### config.mk
export PLATFORM = sky130hd
export DESIGN_NAME = bcs_top
export DESIGN_NICKNAME = d
export VERILOG_FILES = /design/src/bcs_pkg.sv /design/src/bcs_irq_if.sv /design/src/bcs_top.sv /design/src/bcs_sync.sv /design/src/bcs_irq_unit.sv
export SDC_FILE = /design/constraint.sdc
export NUM_CORES = 1
export LEC_CHECK = 0
export ABC_CLOCK_PERIOD_IN_PS = 1800
export BUFFER_PORTS_ARGS = -buffer_cell sky130_fd_sc_hd__buf_2
export CORE_ASPECT_RATIO = 1.4
export CORE_MARGIN = 4
export CORE_UTILIZATION = 44
export DETAILED_ROUTE_END_ITERATION = 8
export PLACE_DENSITY = 0.8
export SLEW_MARGIN = 20
export SYNTH_ARGS = -nofsm -noshare
export SYNTH_HDL_FRONTEND = slang
export SYNTH_SLANG_ARGS = --single-unit
### constraint.sdc
create_clock -name mclk -period 1.8 [get_ports mclk]
set_input_delay 0.18 -clock mclk [delete_from_list [all_inputs] [get_ports mclk]]
set_output_delay 0.18 -clock mclk [all_outputs]
set_load 0.01 [all_outputs]
### src/bcs_pkg.sv
// Constants, types and decode helpers for the bias calibration status block
//
// Notes on behaviour
// - Status bit 0 reads 0 while calibration runs, 1 once it has finished.
// - Status bit 1 gives the outcome, 0 success, 1 failure, once done.
// - Status bits 4:2 hold the setting chosen by calibration, once done.
// - Status bits 7:5 hold the setting applied to the bias circuit, once done.
// - Status bit 8 shows the raw calibration comparator output.
package bcs_pkg;

	localparam int BCS_ADDR_W = 12;
	localparam int BCS_DATA_W = 32;
	localparam int BCS_STRB_W = 4;

	localparam logic [11:0] BCS_OFS_STATUS  = 12'h000;
	localparam logic [11:0] BCS_OFS_IRQ_STS = 12'h004;
	localparam logic [11:0] BCS_OFS_IRQ_EN  = 12'h008;
	localparam logic [11:0] BCS_OFS_IRQ_CLR = 12'h00C;

	localparam int BCS_STS_W       = 16;
	localparam int BCS_SET_W       = 3;
	localparam int BCS_DONE_BIT    = 0;
	localparam int BCS_FAIL_BIT    = 1;
	localparam int BCS_CHOSEN_LSB  = 2;
	localparam int BCS_APPLIED_LSB = 5;
	localparam int BCS_COMP_BIT    = 8;
	localparam logic [15:0] BCS_STS_RESET = 16'h0000;

	localparam int BCS_EVT_N    = 3;
	localparam int BCS_EVT_DONE = 0;
	localparam int BCS_EVT_FAIL = 1;
	localparam int BCS_EVT_COMP = 2;
	localparam logic [2:0] BCS_EVT_RESET = 3'h0;

	localparam logic [1:0] BCS_RESP_OKAY   = 2'h0;
	localparam logic [1:0] BCS_RESP_SLVERR = 2'h2;

	typedef enum logic [2:0] {
		BCS_REG_STATUS,
		BCS_REG_IRQ_STS,
		BCS_REG_IRQ_EN,
		BCS_REG_IRQ_CLR,
		BCS_REG_NONE
	} bcs_reg_t;

	function automatic bcs_reg_t bcs_decode(input logic [11:0] addr);
		bcs_reg_t sel;
		sel = BCS_REG_NONE;
		if (addr[1:0] == 2'h0)
		begin
			case (addr)
				BCS_OFS_STATUS:  sel = BCS_REG_STATUS;
				BCS_OFS_IRQ_STS: sel = BCS_REG_IRQ_STS;
				BCS_OFS_IRQ_EN:  sel = BCS_REG_IRQ_EN;
				BCS_OFS_IRQ_CLR: sel = BCS_REG_IRQ_CLR;
				default:         sel = BCS_REG_NONE;
			endcase
		end
		return sel;
	endfunction

endpackage

### src/bcs_irq_if.sv
// Interface between the status core and the interrupt unit
`timescale 1ns/1ps
interface bcs_irq_if;
	import bcs_pkg::*;

	logic [BCS_EVT_N-1:0] evt;
	logic [BCS_EVT_N-1:0] en;
	logic [BCS_EVT_N-1:0] clr;
	logic [BCS_EVT_N-1:0] sts;
	logic                 irq;

	modport core (output evt, output en, output clr, input sts, input irq);
	modport unit (input evt, input en, input clr, output sts, output irq);
endinterface

### src/bcs_top.sv
// Bias calibration status registers behind an AXI4-Lite slave
//
// Local design decisions: the register offsets and the AXI4-Lite interface to the registers.
`timescale 1ns/1ps
module bcs_top
	import bcs_pkg::*;
(
	input  wire logic                  mclk,
	input  wire logic                  sys_rst,

	input  wire logic [BCS_ADDR_W-1:0] s_axi_awaddr,
	input  wire logic                  s_axi_awvalid,
	output logic                       s_axi_awready,
	input  wire logic [BCS_DATA_W-1:0] s_axi_wdata,
	input  wire logic [BCS_STRB_W-1:0] s_axi_wstrb,
	input  wire logic                  s_axi_wvalid,
	output logic                       s_axi_wready,
	output logic [1:0]                 s_axi_bresp,
	output logic                       s_axi_bvalid,
	input  wire logic                  s_axi_bready,
	input  wire logic [BCS_ADDR_W-1:0] s_axi_araddr,
	input  wire logic                  s_axi_arvalid,
	output logic                       s_axi_arready,
	output logic [BCS_DATA_W-1:0]      s_axi_rdata,
	output logic [1:0]                 s_axi_rresp,
	output logic                       s_axi_rvalid,
	input  wire logic                  s_axi_rready,

	input  wire logic                  cal_done,
	input  wire logic                  cal_fail,
	input  wire logic [BCS_SET_W-1:0]  cal_chosen,
	input  wire logic [BCS_SET_W-1:0]  cal_applied,
	input  wire logic                  cal_comp_raw,

	output logic                       irq
);

	typedef struct packed {
		logic [BCS_ADDR_W-1:0] aw_addr;
		logic                  aw_held;
		logic [BCS_DATA_W-1:0] w_data;
		logic [BCS_STRB_W-1:0] w_strb;
		logic                  w_held;
		logic                  bvalid;
		logic [1:0]            bresp;
		logic                  rvalid;
		logic [BCS_DATA_W-1:0] rdata;
		logic [1:0]            rresp;
		logic [BCS_STS_W-1:0]  status;
		logic [BCS_EVT_N-1:0]  irq_en;
	} bcs_top_state_t;

	bcs_top_state_t       st_q;
	bcs_top_state_t       st_d;
	logic                 comp_sync;
	logic                 aw_take;
	logic                 w_take;
	logic                 ar_take;
	logic                 do_wr;
	bcs_reg_t             wr_sel;
	bcs_reg_t             rd_sel;
	logic [BCS_STS_W-1:0] sts_next;
	logic [BCS_EVT_N-1:0] evt;
	logic [BCS_EVT_N-1:0] clr;

	bcs_irq_if irq_bus ();

	// Comparator is analog and unrelated to mclk
	bcs_sync #(
		.W (1)
	) u_comp_sync (
		.mclk     (mclk),
		.sys_rst  (sys_rst),
		.async_in (cal_comp_raw),
		.sync_out (comp_sync)
	);

	bcs_irq_unit u_irq (
		.mclk    (mclk),
		.sys_rst (sys_rst),
		.bus     (irq_bus)
	);

	assign s_axi_awready = ~st_q.aw_held & ~st_q.bvalid;
	assign s_axi_wready  = ~st_q.w_held & ~st_q.bvalid;
	assign s_axi_arready = ~st_q.rvalid;

	assign aw_take = s_axi_awvalid & s_axi_awready;
	assign w_take  = s_axi_wvalid & s_axi_wready;
	assign ar_take = s_axi_arvalid & s_axi_arready;
	assign do_wr   = st_q.aw_held & st_q.w_held & ~st_q.bvalid;
	assign wr_sel  = bcs_decode(st_q.aw_addr);
	assign rd_sel  = bcs_decode(s_axi_araddr);

	always_comb
	begin
		st_d     = st_q;
		sts_next = '0;
		evt      = '0;
		clr      = '0;

		// Settings and outcome only shown once finished
		sts_next[BCS_DONE_BIT] = cal_done;
		sts_next[BCS_FAIL_BIT] = cal_done & cal_fail;
		if (cal_done)
		begin
			sts_next[BCS_CHOSEN_LSB +: BCS_SET_W]  = cal_chosen;
			sts_next[BCS_APPLIED_LSB +: BCS_SET_W] = cal_applied;
		end
		sts_next[BCS_COMP_BIT] = comp_sync;
		// Status follows the engine only, never the bus
		st_d.status = sts_next;

		evt[BCS_EVT_DONE] = sts_next[BCS_DONE_BIT]
			& ~st_q.status[BCS_DONE_BIT];
		evt[BCS_EVT_FAIL] = sts_next[BCS_FAIL_BIT]
			& ~st_q.status[BCS_FAIL_BIT];
		evt[BCS_EVT_COMP] = sts_next[BCS_COMP_BIT]
			^ st_q.status[BCS_COMP_BIT];

		if (aw_take)
		begin
			st_d.aw_addr = s_axi_awaddr;
			st_d.aw_held = 1'b1;
		end
		if (w_take)
		begin
			st_d.w_data = s_axi_wdata;
			st_d.w_strb = s_axi_wstrb;
			st_d.w_held = 1'b1;
		end

		if (do_wr)
		begin
			st_d.aw_held = 1'b0;
			st_d.w_held  = 1'b0;
			st_d.bvalid  = 1'b1;
			st_d.bresp   = BCS_RESP_OKAY;
			case (wr_sel)
				BCS_REG_IRQ_EN:
				begin
					if (st_q.w_strb[0])
						st_d.irq_en = st_q.w_data[BCS_EVT_N-1:0];
				end
				BCS_REG_IRQ_CLR:
				begin
					if (st_q.w_strb[0])
						clr = st_q.w_data[BCS_EVT_N-1:0];
				end
				// Read-only registers accept and drop the data
				BCS_REG_STATUS:  st_d.bresp = BCS_RESP_OKAY;
				BCS_REG_IRQ_STS: st_d.bresp = BCS_RESP_OKAY;
				default:         st_d.bresp = BCS_RESP_SLVERR;
			endcase
		end
		else if (st_q.bvalid & s_axi_bready)
		begin
			st_d.bvalid = 1'b0;
		end

		if (ar_take)
		begin
			st_d.rvalid = 1'b1;
			st_d.rdata  = '0;
			st_d.rresp  = BCS_RESP_OKAY;
			case (rd_sel)
				BCS_REG_STATUS:
					st_d.rdata[BCS_STS_W-1:0] = st_q.status;
				BCS_REG_IRQ_STS:
					st_d.rdata[BCS_EVT_N-1:0] = irq_bus.sts;
				BCS_REG_IRQ_EN:
					st_d.rdata[BCS_EVT_N-1:0] = st_q.irq_en;
				BCS_REG_IRQ_CLR:
					st_d.rdata = '0;
				default:
					st_d.rresp = BCS_RESP_SLVERR;
			endcase
		end
		else if (st_q.rvalid & s_axi_rready)
		begin
			st_d.rvalid = 1'b0;
		end
	end

	always_ff @(posedge mclk)
	begin
		if (sys_rst)
		begin
			st_q        <= '0;
			st_q.status <= BCS_STS_RESET;
			st_q.irq_en <= BCS_EVT_RESET;
		end
		else
		begin
			st_q <= st_d;
		end
	end

	assign irq_bus.evt = evt;
	assign irq_bus.en  = st_q.irq_en;
	assign irq_bus.clr = clr;

	assign s_axi_bvalid = st_q.bvalid;
	assign s_axi_bresp  = st_q.bresp;
	assign s_axi_rvalid = st_q.rvalid;
	assign s_axi_rdata  = st_q.rdata;
	assign s_axi_rresp  = st_q.rresp;
	assign irq          = irq_bus.irq;
endmodule

### src/bcs_sync.sv
// Two-stage synchroniser for asynchronous inputs
`timescale 1ns/1ps
module bcs_sync
	import bcs_pkg::*;
#(
	parameter int W = 1
)
(
	input  wire logic         mclk,
	input  wire logic         sys_rst,
	input  wire logic [W-1:0] async_in,
	output logic      [W-1:0] sync_out
);

	typedef struct packed {
		logic [W-1:0] s1;
		logic [W-1:0] s2;
	} bcs_sync_state_t;

	bcs_sync_state_t st_q;
	bcs_sync_state_t st_d;

	always_comb
	begin
		st_d    = st_q;
		st_d.s1 = async_in;
		st_d.s2 = st_q.s1;
	end

	always_ff @(posedge mclk)
	begin
		if (sys_rst)
			st_q <= '0;
		else
			st_q <= st_d;
	end

	assign sync_out = st_q.s2;
endmodule

### src/bcs_irq_unit.sv
// Sticky interrupt status with enable gating onto one level output
`timescale 1ns/1ps
module bcs_irq_unit
	import bcs_pkg::*;
(
	input  wire logic mclk,
	input  wire logic sys_rst,
	bcs_irq_if.unit   bus
);

	typedef struct packed {
		logic [BCS_EVT_N-1:0] sts;
	} bcs_irq_state_t;

	bcs_irq_state_t st_q;
	bcs_irq_state_t st_d;

	always_comb
	begin
		st_d = st_q;
		// New event beats a clear in the same cycle
		st_d.sts = (st_q.sts & ~bus.clr) | bus.evt;
	end

	always_ff @(posedge mclk)
	begin
		if (sys_rst)
			st_q.sts <= BCS_EVT_RESET;
		else
			st_q <= st_d;
	end

	assign bus.sts = st_q.sts;
	assign bus.irq = |(st_q.sts & bus.en);
endmodule

Yosys cells after proc, flatten, opt, wreduce, memory -nomap -nowiden
Cells that the tools add are included.
{"block": "op_classes", "eq_ne": 12, "mux": 15, "bitwise_logic": 24, "reduce_logical": 14}
{"cell": "== test 12 x 4 -> 1 bit, second input constant", "count": 4}
{"cell": "== test 12 x 3 -> 1 bit, second input constant", "count": 2}
{"cell": "logical NOT 12 bit", "count": 2}
{"cell": "one-hot mux 3 bit (4 select lines)", "count": 2}
{"cell": "2-to-1 mux 3 bit", "count": 5}
{"cell": "2-to-1 mux 13 bit", "count": 1}
{"cell": "AND 1 bit", "count": 12}
{"cell": "== test 3 x 2 -> 1 bit, second input constant", "count": 4}
{"cell": "one-hot mux 3 bit (3 select lines)", "count": 1}
{"cell": "OR reduction 4 bit", "count": 2}
{"cell": "NOT 1 bit", "count": 7}
{"cell": "AND 3 bit", "count": 2}
{"cell": "== test 3 x 1 -> 1 bit, second input constant", "count": 2}
{"cell": "logical NOT 3 bit", "count": 2}
{"cell": "logical NOT 2 bit", "count": 2}
{"cell": "2-to-1 mux 1 bit", "count": 4}
{"cell": "2-to-1 mux 2 bit", "count": 2}
{"cell": "nonzero test 2 bit", "count": 2}
{"cell": "OR reduction 2 bit", "count": 2}
{"cell": "NOT 3 bit", "count": 1}
{"cell": "OR 3 bit", "count": 1}
{"cell": "AND reduction 3 bit", "count": 1}
{"cell": "OR reduction 3 bit", "count": 1}
{"cell": "bitwise XOR 1 bit", "count": 1}
{"block": "totals", "regBits": 96, "inputBits": 76, "out_inout_bits": 42}

Logic depth before layout (Yosys ltp)
Gate-level depths: netlist of run 1.
{"block": "depth", "depth_word": 9, "ltp_mapped": 5, "depth_no_buf": 4}

By module
From an unflattened synthesis of run 1, not the netlist that was laid out.
{"block": "hier_totals", "cells_unflattened": 239, "hier_area_um2": 2269.7}
{"mod": "bcs_top", "instances": 1, "cells_each": 221, "area_per_inst_um2": 2098.3}
{"mod": "bcs_irq_unit", "instances": 1, "cells_each": 14, "area_per_inst_um2": 118.9}
{"mod": "bcs_sync", "instances": 1, "cells_each": 4, "area_per_inst_um2": 52.6}

Worst setup path before layout of run 1
OpenSTA, ideal clock, no wires.
{"block": "synth_timing", "path_kind": "register to register", "start": "register st_q (netlist bit s_axi_bvalid)", "end": "register u_irq.bus.sts[1] (netlist name)", "setup_ps": 67, "arrival_time_ps": 1328, "required_time_ps": 1733, "slack_ps": 405, "path_stages_with_launch": 6, "path_buffers": 1, "synth_period_minus_slack_ps": 1395, "cell_sequence": "dfxtp_1 > and3b_1 > and4_1 > buf_6 > a311o_1 > o21ai_2"}
{"block": "synth_between", "elab_chain_cells": 6}
{"item": "start: declaration", "line_no": "bcs_top.sv:53", "source": "bcs_top_state_t st_q;"}
{"item": "start signal: assignment", "line_no": "bcs_top.sv:195", "source": "st_q <= st_d;"}
{"item": "NOT 1 bit", "line_no": "bcs_top.sv:91", "source": "assign do_wr = st_q.aw_held & st_q.w_held & ~st_q.bvalid;"}
{"item": "AND 1 bit", "line_no": "bcs_top.sv:91"}
{"item": "2-to-1 mux 3 bit", "line_no": "bcs_top.sv:133", "source": "if (do_wr)"}
{"item": "NOT 3 bit", "line_no": "bcs_irq_unit.sv:22", "source": "st_d.sts = (st_q.sts & ~bus.clr) | bus.evt;"}
{"item": "AND 3 bit", "line_no": "bcs_irq_unit.sv:22"}
{"item": "OR 3 bit", "line_no": "bcs_irq_unit.sv:22"}
No other way between the ends.
A chain may end at the register's enable or synchronous reset.

Worst setup path after layout of run 1
{"block": "layout_timing", "start": "register st_q (netlist bit s_axi_rvalid)", "end": "register st_q (netlist bit s_axi_rdata[5])"}
{"block": "layout_between", "elab_chain_cells": 2}
{"item": "NOT 1 bit", "line_no": "bcs_top.sv:86", "source": "assign s_axi_arready = ~st_q.rvalid;"}
{"item": "AND 1 bit", "line_no": "bcs_top.sv:90", "source": "assign ar_take = s_axi_arvalid & s_axi_arready;"}
No other way between the ends.

==> impl_metrics.tcl, run 1 <==
set metrics [dict create \
    ys_types 36 \
    cts_root_buffer "clkbuf_8" \
    seq_area_frac_synth_pct 45.99 \
    grt_max_degree 30 \
    min_path_type "input port to register" \
    grt_pass1_vias 1456 \
    endpoint_kind "register" \
    cts_made_buffers 5 \
    path_cells "nor4b_2 > nand3_1 > nor4_4 > a22o_1" \
    cp_top_family "simple AND/OR/NAND/NOR gates" \
    rows 29 \
    synth_area_per_cell_um2 9.006 \
    leakage_nw 1.077 \
    cts_resized 0 \
    start_util_pct 45.70 \
    nFillCells 479 \
    fin_crit_ns 1.443 \
    post-place-ws_ns 0.3129 \
    drc_errors 0 \
    cts.path.max_buffers 2 \
    final_max_slew_viol_count 0 \
    yosysTopAreaCellShare_pct 45.99 \
    syn_inst 232 \
    setup_viol 0 \
    cp_data_required_time_ns 2.04 \
    critPathBufInv 0 \
    clk_latency_ns 0.29 \
    htree_levels 2 \
    hold_viol_final 0 \
    fin_crit_sh_pct 80.15 \
    critPathLaunchType "register" \
    vias 1588 \
    hold-worst-slack_ns 0.06132 \
    fin_setup_tns_ns 0 \
    clkTransAtPathRegs_ns 0.09 \
    vdd_drop_max_mv 0.5509 \
    vias_per_cell 4.643 \
    rsz0062_at_grt "false" \
    status "completed" \
    ctsHoldBuffers 0 \
    design_area_um2 2365 \
    nets 355 \
    grt_util_all_layers_pct 13.30 \
    drt_iter0_drc 48 \
    placement.io_buffers 60 \
    syn2layout_area_growth_pct 13.17 \
    gp_congestion 0.7761 \
    cpPeakStageDelay_ns 0.36 \
    mappedNetlistArea_um2 2090 \
    r2r_slack_ns 0.36 \
    synth_area_leader_cell "dfxtp_1" \
    layout_commonest_cell "buf_2" \
    setup_ws_ns 0.3573 \
    drive_gt1_share_pct 27.14 \
    cp_max_fo 6 \
    synthTopCellsByArea "dfxtp_1 (46%), buf_4 (13%), nand2_1 (5.4%)" \
    overflow 0 \
    cap_violations 0 \
    diodes 0 \
    die_height_um 89.54 \
    ys_ff_latch 48 \
    antenna_found_initial 0 \
    cts_sinks 48 \
    p_per_area_nw_per_um2 905.6 \
    die_area_um2 5931 \
    drtPass1Iterations 4 \
    cts_tree "built" \
    routed_wl_um 3894 \
    die_x_um 66.24 \
    place_hpwl_um 3074 \
    path_class "register to register" \
    final_cell_mix "buf_2 (60), dfxtp_1 (48), nand2_1 (30)" \
    clock_skew_ns 0.005388 \
    postCtsSetupBuffers 0 \
    worstPathArrival_ns 1.68 \
    cp_slowest_cell "dfxtp_1" \
    ant_nets 0 \
    yosys_warnings 0 \
    io_pins 118 \
    grt_pass1_wl_um 6099 \
    worst_pin_slew_ns 0.5686 \
    avgRoutedWirePerCell_um 11.39 \
    relSlewSlack_pct 61.95 \
    core_um2 4572 \
    postPlaceCellArea_um2 2253 \
    fmax_mhz 693.2 \
]
## sequential cells by signal, indices dropped and copies added, names as in the netlist
signal and cells:
st_q 27, s_axi_rvalid 1, irq_bus.en 3, u_irq.bus.sts 3
s_axi_bvalid 1, s_axi_bresp 1, s_axi_rresp 1, u_comp_sync.sync_out 1
u_comp_sync.st_d 1, s_axi_rdata 9
## power by group
part / leakage [nW] / total (mW) / internal [mW] / switching (mW)
sequential: 0.393 / 1.15 / 1.11 / 0.0361
clock: 0.0541 / 0.754 / 0.411 / 0.344
combinational: 0.630 / 0.239 / 0.103 / 0.137
## metal layers
layer,GRT usage [%],up-vias,routed length [um]
li1,-,811,-
met4,5.730,0,90
met5,0,-,0
met1,13.68,703,1466
met3,4.403,9,366
met2,24.30,65,1971
## cell type report
cell class,instances,area (um2),area share [%]
Timing Repair Buffer,62,315.3,13.33
Clock buffer,5,68.82,2.910
Clock inverter,3,42.54,1.799
Tap cell,62,77.57,3.280
Sequential cell,48,960.9,40.63
Multi-Input combinational cell,154,869.6,36.77
Inverter,8,30.03,1.270
## path summary, 6_finish.rpt
path | cells after the start | endpoint | from
max | 4 | s_axi_rdata[5]$_SDFFE_PP0P_ | s_axi_rvalid$_SDFFE_PP0P_
min | 2 | s_axi_rvalid$_SDFFE_PP0P_ | s_axi_rready
max reg2reg | 4 | s_axi_rdata[5]$_SDFFE_PP0P_ | s_axi_rvalid$_SDFFE_PP0P_
min reg2reg | 1 | u_comp_sync.sync_out$_SDFF_PP0_ | u_comp_sync.st_d[0]$_SDFF_PP0_
## worst register-to-register path, cell delays in order (launching register included)
cell and delay, ns:
dfxtp_1 0.36, nor4b_2 0.34, nand3_1 0.19, nor4_4 0.31, a22o_1 0.19
## cells by family after synthesis
group	synth area share, %
other	0.1795
and+or+nand+nor	19.82
DFF	45.99
muxes	3.353
buffers and inverters	16.71
xor gates and xnor gates	0.4192
AOI/OAI and AO/OA	13.53
## cell usage after synthesis
cell and n:
a211oi_1 2, a21oi_1 20, a222oi_1 1, a22o_1 9, a311o_1 2, a31oi_1 1, and2_1 8, and3b_1 1
and4_1 1, and4bb_2 1, buf_1 2, buf_2 3, buf_4 36, buf_6 1, clkbuf_1 4, conb_1 1
dfxtp_1 48, inv_1 8, mux2i_1 7, nand2_1 30, nand2b_1 1, nand3_1 4, nand3b_1 1, nand4_1 1
nand4b_1 1, nor2_1 14, nor2b_1 6, nor3b_1 1, nor4_1 3, nor4_2 1, nor4_4 1, nor4b_2 1
o21ai_0 7, o21ai_2 2, or2b_1 1, xor2_1 1
## through the flow
stage,std cells,power [mW],util [%]
2_1_floorplan,256,1.365,-
3_3_place_gp,334,1.405,49.29
3_5_place_dp,334,1.413,49.29
4_1_cts,342,2.165,51.72
5_1_grt,342,2.239,51.72
6_report,342,2.142,51.72
Power figures use the tool's default switching activity.
==> inputs of run 2 (changes only) <==
- ABC_CLOCK_PERIOD_IN_PS: 1800 -> 1500
- clock period: 1.8 -> 1.5 ns (I/O delays scaled with it)
==> impl_metrics.tcl, run 2 (same netlist as run 1, synthesis figures left out) <==
set metrics [dict create \
    gp_congestion 0.7819 \
    fin_crit_ns 1.454 \
    drc_errors 0 \
    syn2layout_area_growth_pct 15.27 \
    area.sequential_um2 962.2 \
    final_max_slew_viol_count 0 \
    critPathLaunchType "register" \
    grt_pass1_wl_um 6320 \
    drtPass1Iterations 4 \
    avgRoutedWirePerCell_um 11.55 \
    nets 359 \
    ant_nets 0 \
    grt_util_all_layers_pct 13.72 \
    die_area_um2 5931 \
    grt_pass1_vias 1443 \
    vias 1590 \
    rsz0062_at_grt "true" \
    htree_levels 2 \
    io_pins 118 \
    cp_data_required_time_ns 1.74 \
    leakage_nw 1.104 \
    rows 29 \
    clock_skew_ns 0.009757 \
    largest_register_ffs 27 \
    cp_max_fo 6 \
    ctsHoldBuffers 0 \
    cts_made_buffers 5 \
    min_path_type "input port to register" \
    die_x_um 66.24 \
    regMostFlops "st_q" \
    setup_viol 0 \
    vias_per_cell 4.595 \
    worst_pin_slew_ns 0.5006 \
    instances_no_fill 346 \
    worstPathArrival_ns 1.69 \
    cpPeakStageDelay_ns 0.46 \
    place_hpwl_um 3018 \
    drt_iter0_drc 55 \
    routed_wl_um 3996 \
    fin_setup_tns_ns 0 \
    nFillCells 466 \
    dp.cells 338 \
    core_um2 4572 \
    diodes 0 \
    hold_viol_final 0 \
    antenna_found_initial 0 \
    grt_max_degree 30 \
    placement.io_buffers 60 \
    fmax_mhz 687.7 \
    start_util_pct 45.70 \
    layout_commonest_cell "buf_2" \
    fin_crit_sh_pct 96.94 \
    drive_gt1_share_pct 29.23 \
    cts_sinks 48 \
    cts_root_buffer "clkbuf_8" \
    p_per_area_nw_per_um2 1071 \
    r2r-start "s_axi_rvalid$_SDFFE_PP0P_" \
    status "completed" \
    vdd_drop_max_mv 0.8121 \
    multi_input_area_um2 885.9 \
    endpoint_kind "register" \
    hold_start "s_axi_rready" \
    clk_latency_ns 0.30 \
    final_cell_mix "buf_2 (60), dfxtp_1 (47), nand2_1 (30)" \
    critPathLaunch "s_axi_rvalid$_SDFFE_PP0P_" \
    die_height_um 89.54 \
    relSlewSlack_pct 66.56 \
    clkTransAtPathRegs_ns 0.09 \
    cts.path.max_buffers 2 \
    cap_violations 0 \
    path_cells "nor4b_4 > nand3_2 > nor4_4 > a22o_1" \
    cts_tree "built" \
    overflow 0 \
    path_class "register to register" \
    cp_slowest_cell "nor4_4" \
]
## run 2: cell types whose count changed in the layout (fill, tap and decap cells not counted), sizes merged
cell      previous run  this run
clkbuf               5         6
buf                 62        66
clkinvlp             1         0
## run 2: layer usage
layer	vias up	global-route usage (%)	wire length [um]
met5	-	0	0
met4	0	4.436	35
met3	4	4.277	309
met2	59	24.93	2078
met1	707	15.00	1572
li1	820	-	-
## run 2: through the flow
stage | setup WS (ns) | hold WS [ns] | total power, mW | cell area, um2 | utilization, %
after floorplan | 0.1052 | 0.2490 | 1.638 | 2180 | -
after global placement | 0.09060 | 0.3423 | 1.699 | 2283 | 49.95
after detailed placement | 0.06548 | 0.3466 | 1.709 | 2283 | 49.95
after CTS | 0.03203 | 0.02327 | 2.601 | 2391 | 52.30
after global routing | -0.09495 | 0.02890 | 2.709 | 2409 | 52.68
final | 0.04596 | 0.01901 | 2.580 | 2409 | 52.68
## run 2: path summary, 6_finish.rpt
kind / to / slack [ns] / depth (start not counted)
setup reg to reg: s_axi_rdata[7]$_SDFFE_PP0P_ / 0.05 / 4
hold / removal: s_axi_rvalid$_SDFFE_PP0P_ / 0.02 / 2
setup / recovery: s_axi_rdata[7]$_SDFFE_PP0P_ / 0.05 / 4
hold reg to reg: u_irq.bus.sts[0]$_SDFF_PP0_ / 0.44 / 1
## run 2: layout make-up
class,instances,area share (%)
Sequential cell,48,39.95
Multi-Input combinational cell,154,36.78
Timing Repair Buffer,66,14.34
Tap cell,62,3.221
Clock buffer,6,3.013
Clock inverter,2,1.455
Inverter,8,1.247
## run 2: what timing repair did
action	in CTS	in global routing
gates resized for setup	0	5
buffers inserted	0	0
setup endpoints to repair	0	12
## run 2: worst max-delay path: cells and delay by family (launching register included)
kind               cells  cell delay [ns]
and+or+nand+nor        3             0.87
DFF                    1             0.34
AOI/OAI and AO/OA      1             0.18
## run 2: power breakdown
| group | internal [mW] | switching [mW] | total, mW |
|---|---|---|---|
| logic | 0.137 | 0.171 | 0.308 |
| clock network | 0.495 | 0.402 | 0.896 |
| registers | 1.33 | 0.0414 | 1.38 |
